<file path="src/core/fsw_pkg.sv">
// Constants, types and pin bundles for the flash write-status poller.
// Assumes one 200 MHz clock and an asynchronous parallel NOR flash outside.
// Summary of operation
// - Host combines both toggles for sector and mode
// - Host reads twice and compares toggle
// - Steady toggle means done, array next read
// - Toggling with timeout: recheck, then reset
// - Host restarts procedure after leaving polling
// - Reset command after timeout failure
// - Host may skip timer below gap limit
// - Host checks timer before and after command
// - Host supplies valid address for status
// - Status reads address the busy bank
package fsw_pkg;
  localparam int ADDR_W = 22;
  localparam int DATA_W = 16;
  localparam int CNT_W = 5;
  // Status bit positions, identical in byte and word mode
  localparam int POLLING_BIT = 7;
  localparam int OPERATION_TOGGLE_BIT = 6;
  localparam int TIMEOUT_FLAG_BIT = 5;
  localparam int ERASE_TIMER_BIT = 3;
  localparam int ERASE_SECTOR_TOGGLE_BIT = 2;
  localparam logic [7:0] RESET_CMD = 8'hf0;
  // Timing in ns and derived cycle counts
  localparam int CLK_NS = 5;
  localparam int SYNC_STAGES = 2;
  localparam int RD_ACCESS_NS = 70;
  localparam int RD_GAP_NS = 20;
  localparam int WE_PULSE_NS = 35;
  localparam int WR_GAP_NS = 20;
  localparam logic [CNT_W-1:0] RD_CYC = CNT_W'((RD_ACCESS_NS + CLK_NS - 1) / CLK_NS + SYNC_STAGES);
  localparam logic [CNT_W-1:0] RD_GAP_CYC = CNT_W'((RD_GAP_NS + CLK_NS - 1) / CLK_NS);
  localparam logic [CNT_W-1:0] WE_CYC = CNT_W'((WE_PULSE_NS + CLK_NS - 1) / CLK_NS);
  localparam logic [CNT_W-1:0] WR_GAP_CYC = CNT_W'((WR_GAP_NS + CLK_NS - 1) / CLK_NS);
  localparam logic [1:0] READS_RST = 2'h0;

  typedef enum logic {KIND_TOGGLE_POLL, KIND_TIMER_CHECK} fsw_kind_e;

  typedef struct packed {
    logic [ADDR_W-1:0] addr;
    logic [DATA_W-1:0] dq;
    logic dq_oe;
    logic ce_n;
    logic oe_n;
    logic we_n;
  } fsw_pins_s;

  typedef struct packed {
    logic ok;
    logic failed;
    logic still_busy;
    logic sector_selected;
    logic suspended;
    logic timer_bit;
    logic [DATA_W-1:0] data;
  } fsw_result_s;
endpackage

</file>
<file path="src/core/fsw_poller.sv">
// Host-side poller that reads flash write status over the parallel pins.
// Assumes the flash pins are asynchronous; dq and ready/busy are synchronised.
`timescale 1ns/1ps
module fsw_poller (
  input wire logic clk_i,
  input wire logic rst_n_i,
  input wire logic start_i,
  input wire fsw_pkg::fsw_kind_e kind_i,
  input wire logic [fsw_pkg::ADDR_W-1:0] addr_i,
  input wire logic abandon_i,
  input wire logic [fsw_pkg::DATA_W-1:0] dq_i,
  input wire logic ready_busy_n_i,
  output fsw_pkg::fsw_pins_s pins_o,
  output logic busy_o,
  output logic done_o,
  output fsw_pkg::fsw_result_s result_o,
  output logic flash_ready_o
);
  // ************************************************************
  // Input synchronisers
  // ************************************************************
  logic [fsw_pkg::DATA_W-1:0] dq_s1_q, dq_s2_q;
  logic rb_s1_q, rb_s2_q;

  // Two stages on every pin; only the second stage is read
  always_ff @(posedge clk_i) begin
    if (!rst_n_i) begin
      dq_s1_q <= 16'h0000;
      dq_s2_q <= 16'h0000;
      rb_s1_q <= 1'b1;
      rb_s2_q <= 1'b1;
    end else begin
      dq_s1_q <= dq_i;
      dq_s2_q <= dq_s1_q;
      rb_s1_q <= ready_busy_n_i;
      rb_s2_q <= rb_s1_q;
    end
  end

  // ************************************************************
  // Sequencer
  // ************************************************************
  typedef enum logic [2:0] {ST_IDLE, ST_RD_ACT, ST_RD_GAP, ST_WR_ACT, ST_WR_GAP} fsw_state_e;
  fsw_state_e state_q, state_d;
  fsw_pkg::fsw_kind_e kind_q, kind_d;
  fsw_pkg::fsw_pins_s pins_q, pins_d;
  fsw_pkg::fsw_result_s res_q, res_d;
  logic [fsw_pkg::CNT_W-1:0] cnt_q, cnt_d;
  logic [fsw_pkg::DATA_W-1:0] rd_q, rd_d;
  logic [fsw_pkg::DATA_W-1:0] cur_q, cur_d;
  logic [1:0] reads_q, reads_d;
  logic recheck_q, recheck_d;
  logic done_q, done_d;
  logic busy_q, busy_d;
  logic op_tog, est_tog;

  // Toggle comparison against the previous read
  assign op_tog = rd_q[fsw_pkg::OPERATION_TOGGLE_BIT] ^ cur_q[fsw_pkg::OPERATION_TOGGLE_BIT];
  assign est_tog = rd_q[fsw_pkg::ERASE_SECTOR_TOGGLE_BIT] ^ cur_q[fsw_pkg::ERASE_SECTOR_TOGGLE_BIT];

  // Next-state and pin computation
  always_comb begin
    state_d = state_q;
    kind_d = kind_q;
    pins_d = pins_q;
    res_d = res_q;
    cnt_d = cnt_q;
    rd_d = rd_q;
    cur_d = cur_q;
    reads_d = reads_q;
    recheck_d = recheck_q;
    done_d = 1'b0;
    busy_d = busy_q;
    unique case (state_q)
      ST_IDLE: begin
        if (start_i) begin
          // Caller's address must be a valid status address in the busy bank
          kind_d = kind_i;
          pins_d.addr = addr_i;
          pins_d.ce_n = 1'b0;
          pins_d.oe_n = 1'b0;
          pins_d.dq_oe = 1'b0;
          cnt_d = fsw_pkg::RD_CYC;
          reads_d = fsw_pkg::READS_RST; // Every start begins the procedure afresh
          recheck_d = 1'b0;
          busy_d = 1'b1;
          state_d = ST_RD_ACT;
        end
      end
      ST_RD_ACT: begin
        cnt_d = cnt_q - 5'h01;
        if (cnt_q == 5'h01) begin
          // Sample after access time plus synchroniser delay
          // Word is taken here, while the strobe still stands; the bus is not valid in the gap
          cur_d = dq_s2_q;
          pins_d.ce_n = 1'b1;
          pins_d.oe_n = 1'b1;
          cnt_d = fsw_pkg::RD_GAP_CYC;
          state_d = ST_RD_GAP;
        end
      end
      ST_RD_GAP: begin
        cnt_d = cnt_q - 5'h01;
        if (cnt_q == 5'h01) begin
          rd_d = cur_q;
          res_d.data = cur_q;
          if (reads_q != 2'h3) begin
            reads_d = reads_q + 2'h1;
          end
          cnt_d = fsw_pkg::RD_CYC;
          if (kind_q == fsw_pkg::KIND_TIMER_CHECK) begin
            // Window timer read before or after a further sector erase
            // Optional for callers whose erase commands come close together
            res_d = '{ok: 1'b1, failed: 1'b0, still_busy: 1'b0, sector_selected: 1'b0, suspended: 1'b0,
                       timer_bit: cur_q[fsw_pkg::ERASE_TIMER_BIT], data: cur_q};
            done_d = 1'b1;
            busy_d = 1'b0;
            state_d = ST_IDLE;
          end else if (reads_q == fsw_pkg::READS_RST) begin
            // First read only stores the toggles
            pins_d.ce_n = 1'b0;
            pins_d.oe_n = 1'b0;
            state_d = ST_RD_ACT;
          end else if (!op_tog) begin
            // Steady toggle: finished, next read returns array data
            res_d = '{ok: 1'b1, failed: 1'b0, still_busy: 1'b0, sector_selected: est_tog,
                      suspended: est_tog, timer_bit: cur_q[fsw_pkg::ERASE_TIMER_BIT], data: cur_q};
            done_d = 1'b1;
            busy_d = 1'b0;
            state_d = ST_IDLE;
          end else if (recheck_q) begin
            // Still toggling after timeout seen: failed, write reset
            res_d.failed = 1'b1;
            res_d.ok = 1'b0;
            pins_d.dq = {8'h00, fsw_pkg::RESET_CMD};
            pins_d.dq_oe = 1'b1;
            pins_d.ce_n = 1'b0;
            pins_d.we_n = 1'b0;
            cnt_d = fsw_pkg::WE_CYC;
            state_d = ST_WR_ACT;
          end else if (cur_q[fsw_pkg::TIMEOUT_FLAG_BIT]) begin
            // Toggle may stop just as the timeout flag rises: one more compare
            recheck_d = 1'b1;
            pins_d.ce_n = 1'b0;
            pins_d.oe_n = 1'b0;
            state_d = ST_RD_ACT;
          end else if (abandon_i) begin
            // Leaving the poll; next start restarts from the top
            res_d = '{ok: 1'b0, failed: 1'b0, still_busy: 1'b1, sector_selected: est_tog,
                      suspended: 1'b0, timer_bit: cur_q[fsw_pkg::ERASE_TIMER_BIT], data: cur_q};
            done_d = 1'b1;
            busy_d = 1'b0;
            state_d = ST_IDLE;
          end else begin
            pins_d.ce_n = 1'b0;
            pins_d.oe_n = 1'b0;
            state_d = ST_RD_ACT;
          end
        end
      end
      ST_WR_ACT: begin
        cnt_d = cnt_q - 5'h01;
        if (cnt_q == 5'h01) begin
          // Rising write strobe latches the reset command
          pins_d.we_n = 1'b1;
          pins_d.ce_n = 1'b1;
          cnt_d = fsw_pkg::WR_GAP_CYC;
          state_d = ST_WR_GAP;
        end
      end
      ST_WR_GAP: begin
        cnt_d = cnt_q - 5'h01;
        if (cnt_q == 5'h01) begin
          pins_d.dq_oe = 1'b0;
          done_d = 1'b1;
          busy_d = 1'b0;
          state_d = ST_IDLE;
        end
      end
      // Illegal codes fall back to idle
      default: begin
        state_d = ST_IDLE;
      end
    endcase
  end

  // Registers only; pins come straight from flops
  always_ff @(posedge clk_i) begin
    if (!rst_n_i) begin
      state_q <= ST_IDLE;
      kind_q <= fsw_pkg::KIND_TOGGLE_POLL;
      pins_q <= '{addr: 22'h000000, dq: 16'h0000, dq_oe: 1'b0, ce_n: 1'b1, oe_n: 1'b1, we_n: 1'b1};
      res_q <= '0;
      cnt_q <= 5'h00;
      rd_q <= 16'h0000;
      cur_q <= 16'h0000;
      reads_q <= fsw_pkg::READS_RST;
      recheck_q <= 1'b0;
      done_q <= 1'b0;
      busy_q <= 1'b0;
    end else begin
      state_q <= state_d;
      kind_q <= kind_d;
      pins_q <= pins_d;
      res_q <= res_d;
      cnt_q <= cnt_d;
      rd_q <= rd_d;
      cur_q <= cur_d;
      reads_q <= reads_d;
      recheck_q <= recheck_d;
      done_q <= done_d;
      busy_q <= busy_d;
    end
  end

  assign pins_o = pins_q;
  assign done_o = done_q;
  assign busy_o = busy_q;
  assign result_o = res_q;
  assign flash_ready_o = rb_s2_q; // Busy low while the flash is programming or erasing
endmodule

</file>
<file path="config.mk">
export PLATFORM = sky130hd
export DESIGN_NAME = fsw_poller
export DESIGN_NICKNAME = d
export VERILOG_FILES = /design/src/core/fsw_pkg.sv /design/src/core/fsw_poller.sv
export SDC_FILE = /design/constraint.sdc
export NUM_CORES = 1
export LEC_CHECK = 0
export BUFFER_PORTS_ARGS = -buffer_cell sky130_fd_sc_hd__buf_2
export CAP_MARGIN = 20
export CELL_PAD_IN_SITES_DETAIL_PLACEMENT = 1
export CELL_PAD_IN_SITES_GLOBAL_PLACEMENT = 2
export CORE_ASPECT_RATIO = 1.2
export CORE_UTILIZATION = 25
export CTS_BUF_LIST = sky130_fd_sc_hd__clkbuf_16
export CTS_CLUSTER_SIZE = 25
export DETAILED_ROUTE_END_ITERATION = 8
export PLACE_DENSITY_LB_ADDON = 0.1
export SYNTH_ARGS = -nofsm -noshare
export SYNTH_HDL_FRONTEND = slang
export SYNTH_SLANG_ARGS = --single-unit
</file>
<file path="constraint.sdc">
create_clock -name clk_i -period 2.1 [get_ports clk_i]
set_input_delay 0.42 -clock clk_i [delete_from_list [all_inputs] [get_ports clk_i]]
set_output_delay 0.42 -clock clk_i [all_outputs]
set_load 0.02 [all_outputs]
</file>
==> metrics.md, run 1 <==
| Metric | Value |
|---|---|
| Outcome | finished, violations left |
| Failing checks | design-rule violations |
| Min-Delay Path Class | input pin to flop |
| Clock latency on the worst-skew pair | 410 ps |
| WHS | 200.6 ps |
| Iter 0 DRT Violations | 108 |
| Worst Path Arrival | 2240 ps |
| DIE HEIGHT | 150.0 microns |
| Diode count | 0 |
| Yosys warns | 0 |
| Worst Setup End Kind | flop |
| EDFF count, synth | 0 |
| Sw frac | 24.75% |
| Hpwl dp | 8.669 mm |
| Sequential area share after synthesis | 49.57% |
| WL/cell | 14.49 microns |
| Unrepaired setup endpoints after global routing | false |
| First-pass GRT wire length | 20.13 mm |
| CTS tree | built |
| Fin crit period | 1886 ps |
| Gpl congestion | 0.7639 |
| Leakage power | 2.485 nW |
| GRT Util Overall | 13.89% |
| Average vias per placed instance | 4.423 |
| CP Launch Type | flop |
| Synth async-reset ratio | 0% |
| Final Hold Violating Endpoints | 0 |
| Core area | 17710 sq um |
| Largest net degree at the start of global routing | 77 |
| Peak VDD IR | 0.0005687 V |
| Post-CTS Resized | 0 |
| CTS Buf Count | 17 |
| Register area | 2262 sq um |
| Setup Fix Bufs, Post-CTS | 0 |
| Initial antenna violation count | 0 |
| Final setup fails | 0 |
| CP Max Fanout | 6 |
| Residual DRC | 5 |
| Clock power share | 50.6% |
| Final Max Tran Viols | 0 |
| P_sw | 1.358 mW |
| Clk_skew | 4.749 ps |
| Port bufs | 98 |
| Critical path class | flop to flop |
| Synth Instances | 505 |
| Post-Route Setup TNS | 0 ps |
| Starting density of the core | 25.77% |
| Required time of the worst setup path | 2460 ps |
| Max Clk Rate | 530.1 MHz |
| # nets final | 661 |
| Share of post-route cells with drive strength above 1 | 27.80% |
| CTS clk-pin slew, worst paths | 50 ps |
| Area grow syn2layout | 29.04% |
| Synth cell types | 52 |
| Clock Tree Buf Depth | 2 |
| Yosys reg bits | 113 |
| Area of the multi-input gates | 2044 sq um |
| Root buffer cell | clkbuf_16 |
| Main synth FF type | dfxtp_1 |
| Number of global-route vias before repair | 3815 |
| Row Count | 53 |
| Drt total wl | 12.26 mm |
| Pint | 4.130 mW |
| Mean Syn Cell Area | 9.036 sq um |
| First-pass DRT Iterations | 6 |
| Clock sinks | 113 |
| Die area | 18800 sq um |
| ANT nets after route | 0 |
| Combinational share of power | 8.1% |
| Routed via count | 3742 |
| Max H-tree Level | 4 |
| Die width | 125.3 microns |
| Cell Area, Synth | 4563 sq um |
| Max cap viols | 0 |
| Total grt overflow | 0 |
| Flop pwr share | 41.2% |
| # IOs | 111 |
| Power Dens Cells | 932.2 nW/um^2 |
| Hold buffers post-CTS | 0 |
| Filler cells | 2067 |
| Tcrit/Tclk final | 89.83% |
-- routing by layer --
layer  GRT usage [%]  vias up  wire [microns]
met5               0        -               0
li1                -     1860               -
met2           23.49       76            6016
met3           3.933       17             509
met1           16.68     1789            5540
met4           5.305        0             195
-- power by group through the flow --
stage | combinational, mW | sequential [mW] | clock [mW]
floorplan | 0.263 | 2.34 | 0
global placement | 0.447 | 2.31 | 0
detailed placement | 0.456 | 2.31 | 0
CTS | 0.457 | 2.26 | 2.87
global route | 0.498 | 2.27 | 2.98
finish | 0.446 | 2.26 | 2.78
-- Yosys cell counts, types with 2 or more instances --
cell type | instances | area, sq um
dfxtp_1 | 113 | 2262
nand2b_1 | 6 | 37.54
buf_2 | 7 | 35.03
or3b_2 | 2 | 17.52
nor2_1 | 21 | 78.83
a21boi_2 | 9 | 101.4
buf_6 | 2 | 22.52
mux2i_1 | 5 | 50.05
o21ai_0 | 12 | 60.06
and2_1 | 34 | 212.7
nor3_1 | 8 | 40.04
clkbuf_1 | 19 | 71.32
and3_1 | 3 | 18.77
o21a_1 | 3 | 22.52
nand3_1 | 11 | 55.05
a21oi_1 | 6 | 30.03
nand2_1 | 126 | 473.0
nor2b_1 | 4 | 25.02
o21bai_1 | 2 | 15.01
ha_1 | 4 | 50.05
xnor2_1 | 2 | 17.52
o211a_1 | 2 | 20.02
inv_1 | 7 | 26.28
a31oi_1 | 2 | 12.51
a21boi_0 | 50 | 375.4
xor2_1 | 3 | 26.28
o221a_2 | 2 | 22.52
buf_4 | 15 | 112.6
o22a_1 | 2 | 17.52
-- sequential cells by signal, indices dropped and copies added (netlist names), 2 cells and up --
name      count
cnt_q         5
cur_q        16
dq_s1_q      16
dq_s2_q      16
pins_o       27
reads_q       2
result_o     22
state_q       3
-- critical path: stages, from the launching register on --
cell	delay, ps
dfxtp_1	320
inv_1	90
ha_1	170
or4b_4	550
nor2_8	210
nand2_1	150
a21boi_0	220
o21a_1	120
-- placed cells by master (no fill, tap or decap), types with 6 or more instances in the layout --
| cell type | instances |
|---|---|
| clkbuf_16 | 17 |
| conb_1 | 12 |
| nor2_1 | 21 |
| nor3_1 | 7 |
| a21oi_1 | 6 |
| a21boi_2 | 9 |
| buf_4 | 24 |
| and2_1 | 34 |
| buf_2 | 98 |
| nand2_1 | 126 |
| nand2b_1 | 6 |
| nand3_1 | 11 |
| o21ai_0 | 12 |
| inv_1 | 7 |
| dfxtp_1 | 113 |
| a21boi_0 | 50 |
-- metrics by stage --
stage	cells	power (mW)	instance area, sq um	util (%)	setup WS, ps
after global routing	846	5.747	5888	33.26	4.542
after CTS	846	5.595	5884	33.23	62.41
after floorplan	516	2.606	4604	-	345.4
after global placement	814	2.754	5315	30.02	150.0
final	846	5.489	5888	33.26	213.6
after detailed placement	814	2.766	5315	30.02	87.79
-- kinds of logic (layout without fill, tap and decap cells) --
family | Yosys count | after routing | synth area share, %
simple gates | 222 | 222 | 22.79
buf+inv | 53 | 163 | 6.718
fa+ha+maj | 4 | 4 | 1.097
xor+xnor | 5 | 5 | 0.9599
mux | 5 | 5 | 1.097
other cells | 1 | 12 | 0.08218
compound gates | 102 | 102 | 17.69
flops | 113 | 113 | 49.58
-- area by class of cell --
| type | count | share of cell area (%) |
|---|---|---|
| sequential | 113 | 38.42 |
| multi-input combinational | 350 | 34.72 |
| tap | 220 | 4.675 |
| inverter | 7 | 0.4462 |
| clock buffer | 17 | 7.225 |
| timing repair buffer | 124 | 12.07 |
| clock inverter | 15 | 2.444 |
-- final timing paths --
| path | startpoint | endpoint | slack, ps | cells after the start |
|---|---|---|---|---|
| max | cnt_q[1] | cnt_q[1] | 210 | 7 |
| min | ready_busy_n_i | rb_s1_q | 200 | 2 |
| max reg2reg | cnt_q[1] | cnt_q[1] | 210 | 7 |
| min reg2reg | rb_s1_q | flash_ready_o | 410 | 1 |
Note: power is estimated with default switching activity, not from simulation.
==> inputs of run 2 (changes only) <==
CORE_ASPECT_RATIO = 0.6   (was 1.2)
==> metrics.md, run 2 (synthesis results as in run 1) <==
| Metric | Value |
|---|---|
| Outcome | complete, no violations (was finished, violations left) |
| Worst-margin pin slew | 504.2 ps |
| Core Util, Final | 33.68% (was 33.26%) |
| Final Max Tran Viols | 0 (unchanged) |
| Row Count | 37 (was 53) |
| Fin crit period | 1929 ps (was 1886 ps) |
| Max cap viols | 0 (unchanged) |
| Most common cell after layout, fill and taps aside | nand2_1 (unchanged) |
| Drt total wl | 12.97 mm (was 12.26 mm) |
| Residual DRC | 0 (was 5) |
| Hold buffers post-CTS | 0 (unchanged) |
| Die width | 176.4 microns (was 125.3 microns) |
| Peak VDD IR | 0.0004377 V (was 0.0005687 V) |
| Initial antenna violation count | 1 (was 0) |
| Critical R2R Launch | cnt_q[1] (unchanged) |
| CP Launch Point | cnt_q[1] (unchanged) |
| Max FFs per register | 27 (unchanged) |
| Power Dens Cells | 937.7 nW/um^2 (was 932.2 nW/um^2) |
| Post-Route Setup TNS | 0 ps (unchanged) |
| Min-Delay Path Class | input pin to flop (unchanged) |
| Tcrit/Tclk final | 91.86% (was 89.83%) |
| CP endpoint | cnt_q[1] (unchanged) |
| DIE HEIGHT | 106.7 microns (was 150.0 microns) |
| # IOs | 111 (unchanged) |
| WHS | 197.1 ps (was 200.6 ps) |
| ANT nets after route | 0 (unchanged) |
| Critical path class | flop to flop (unchanged) |
| Iter 0 DRT Violations | 187 (was 108) |
| Area grow syn2layout | 29.17% (was 29.04%) |
| Root buffer cell | clkbuf_16 (unchanged) |
| Required time of the worst setup path | 2440 ps (was 2460 ps) |
| CP Max Fanout | 6 (unchanged) |
| Commonest cells after routing, fill and taps aside | 126 x nand2_1, 113 x dfxtp_1, 98 x buf_2 (unchanged) |
| Max H-tree Level | 4 (unchanged) |
| CTS clk-pin slew, worst paths | 50 ps (about the same) |
| Worst slew margin | 66.38% |
| Worst Setup End Kind | flop (unchanged) |
| Routed via count | 3750 (was 3742) |
| WL/cell | 15.14 microns (was 14.49 microns) |
| Clock Tree Buf Depth | 2 (unchanged) |
| GRT Util Overall | 14.57% (was 13.89%) |
| CTS Buf Count | 17 (unchanged) |
| R2R Setup Slk | 170 ps (was 210 ps) |
| Hpwl dp | 9.308 mm (was 8.669 mm) |
| Core area | 17500 sq um (was 17710 sq um) |
| Share of post-route cells with drive strength above 1 | 27.61% (was 27.80%) |
| Starting density of the core | 26.08% (was 25.77%) |
| Largest net degree at the start of global routing | 53 (was 77) |
| Average vias per placed instance | 4.376 (was 4.423) |
| Number of global-route vias before repair | 3762 (was 3815) |
| # nets final | 658 (was 661) |
| Clock latency on the worst-skew pair | 410 ps (about the same) |
| Max Clk Rate | 518.4 MHz (was 530.1 MHz) |
| R2R cell count | 7 (unchanged) |
| Diode count | 0 (unchanged) |
| Total grt overflow | 0 (unchanged) |
| First-pass GRT wire length | 20.82 mm (was 20.13 mm) |
| CTS tree | built (unchanged) |
| Die area | 18810 sq um (was 18800 sq um) |
| Final setup fails | 0 (unchanged) |
| RR Endpoint | cnt_q[1] (unchanged) |
| Clock sinks | 113 (unchanged) |
| CP Launch Type | flop (unchanged) |
| Gpl congestion | 0.7580 (was 0.7639) |
| Clk_skew | 12.44 ps (was 4.749 ps) |
| Final Hold Violating Endpoints | 0 (unchanged) |
| First-pass DRT Iterations | 4 (was 6) |
| Unrepaired setup endpoints after global routing | false (unchanged) |
| Port bufs | 98 (unchanged) |
| Leakage power | 2.483 nW (was 2.485 nW) |
| Worst Path Arrival | 2270 ps (was 2240 ps) |
-- run 2: cell types whose count changed in the layout (fill, tap and decap cells not counted), sizes merged --
cell and change:
clkinv -1, buf -3, clkinvlp -1, inv +2
-- run 2: where the power goes --
group	internal (mW)	total [mW]	switching, mW
clock network	1.73	2.81	1.08
registers	2.22	2.27	0.0434
logic	0.177	0.447	0.270
total	4.14	5.53	1.39
-- run 2: worst min path at each step --
stage,startpoint,endpoint,cells past startpoint
floorplan,rb_s1_q,flash_ready_o,1
global placement,rb_s1_q,flash_ready_o,1
detailed placement,rb_s1_q,flash_ready_o,1
CTS,ready_busy_n_i,rb_s1_q,2
global route,ready_busy_n_i,rb_s1_q,2
finish,ready_busy_n_i,rb_s1_q,2
-- run 2: metal layers --
layer	track usage (%)	wire [microns]
met1	22.17	7363
met5	0	0
met2	19.52	4834
met4	4.187	88
met3	3.901	684
-- run 2: repair_timing --
item | CTS | global route
gates resized for setup | 0 | 1
endpoints found under the hold margin | 0 | 0
setup buffers | 0 | 0
endpoints found under the setup margin | 0 | 10
-- run 2: metrics by stage --
stage / std cells / worst slack (ps) / area, sq um / total power [mW]
floorplan: 516 / 345.4 / 4604 / 2.606
global placement: 825 / 137.7 / 5323 / 2.756
detailed placement: 825 / 55.32 / 5323 / 2.765
CTS: 857 / 20.34 / 5891 / 5.614
global route: 857 / 31.12 / 5894 / 5.782
finish: 857 / 171.0 / 5894 / 5.527
-- run 2: worst max-delay path, stage by stage, from the launching register on --
cell	delay (ps)
dfxtp_1	320
inv_1	110
ha_1	180
or4b_4	560
nor2_8	190
nand2_1	170
a21boi_0	220
o21a_1	120
-- run 2: area by class of cell --
type | count | area (sq um)
Tap cell | 234 | 292.8
Timing Repair Buffer | 121 | 700.7
Sequential cell | 113 | 2262
Clock inverter | 15 | 142.6
Clock buffer | 17 | 425.4
Fill cell | 2056 | 11600
Multi-Input combinational cell | 350 | 2044
Inverter | 7 | 26.28
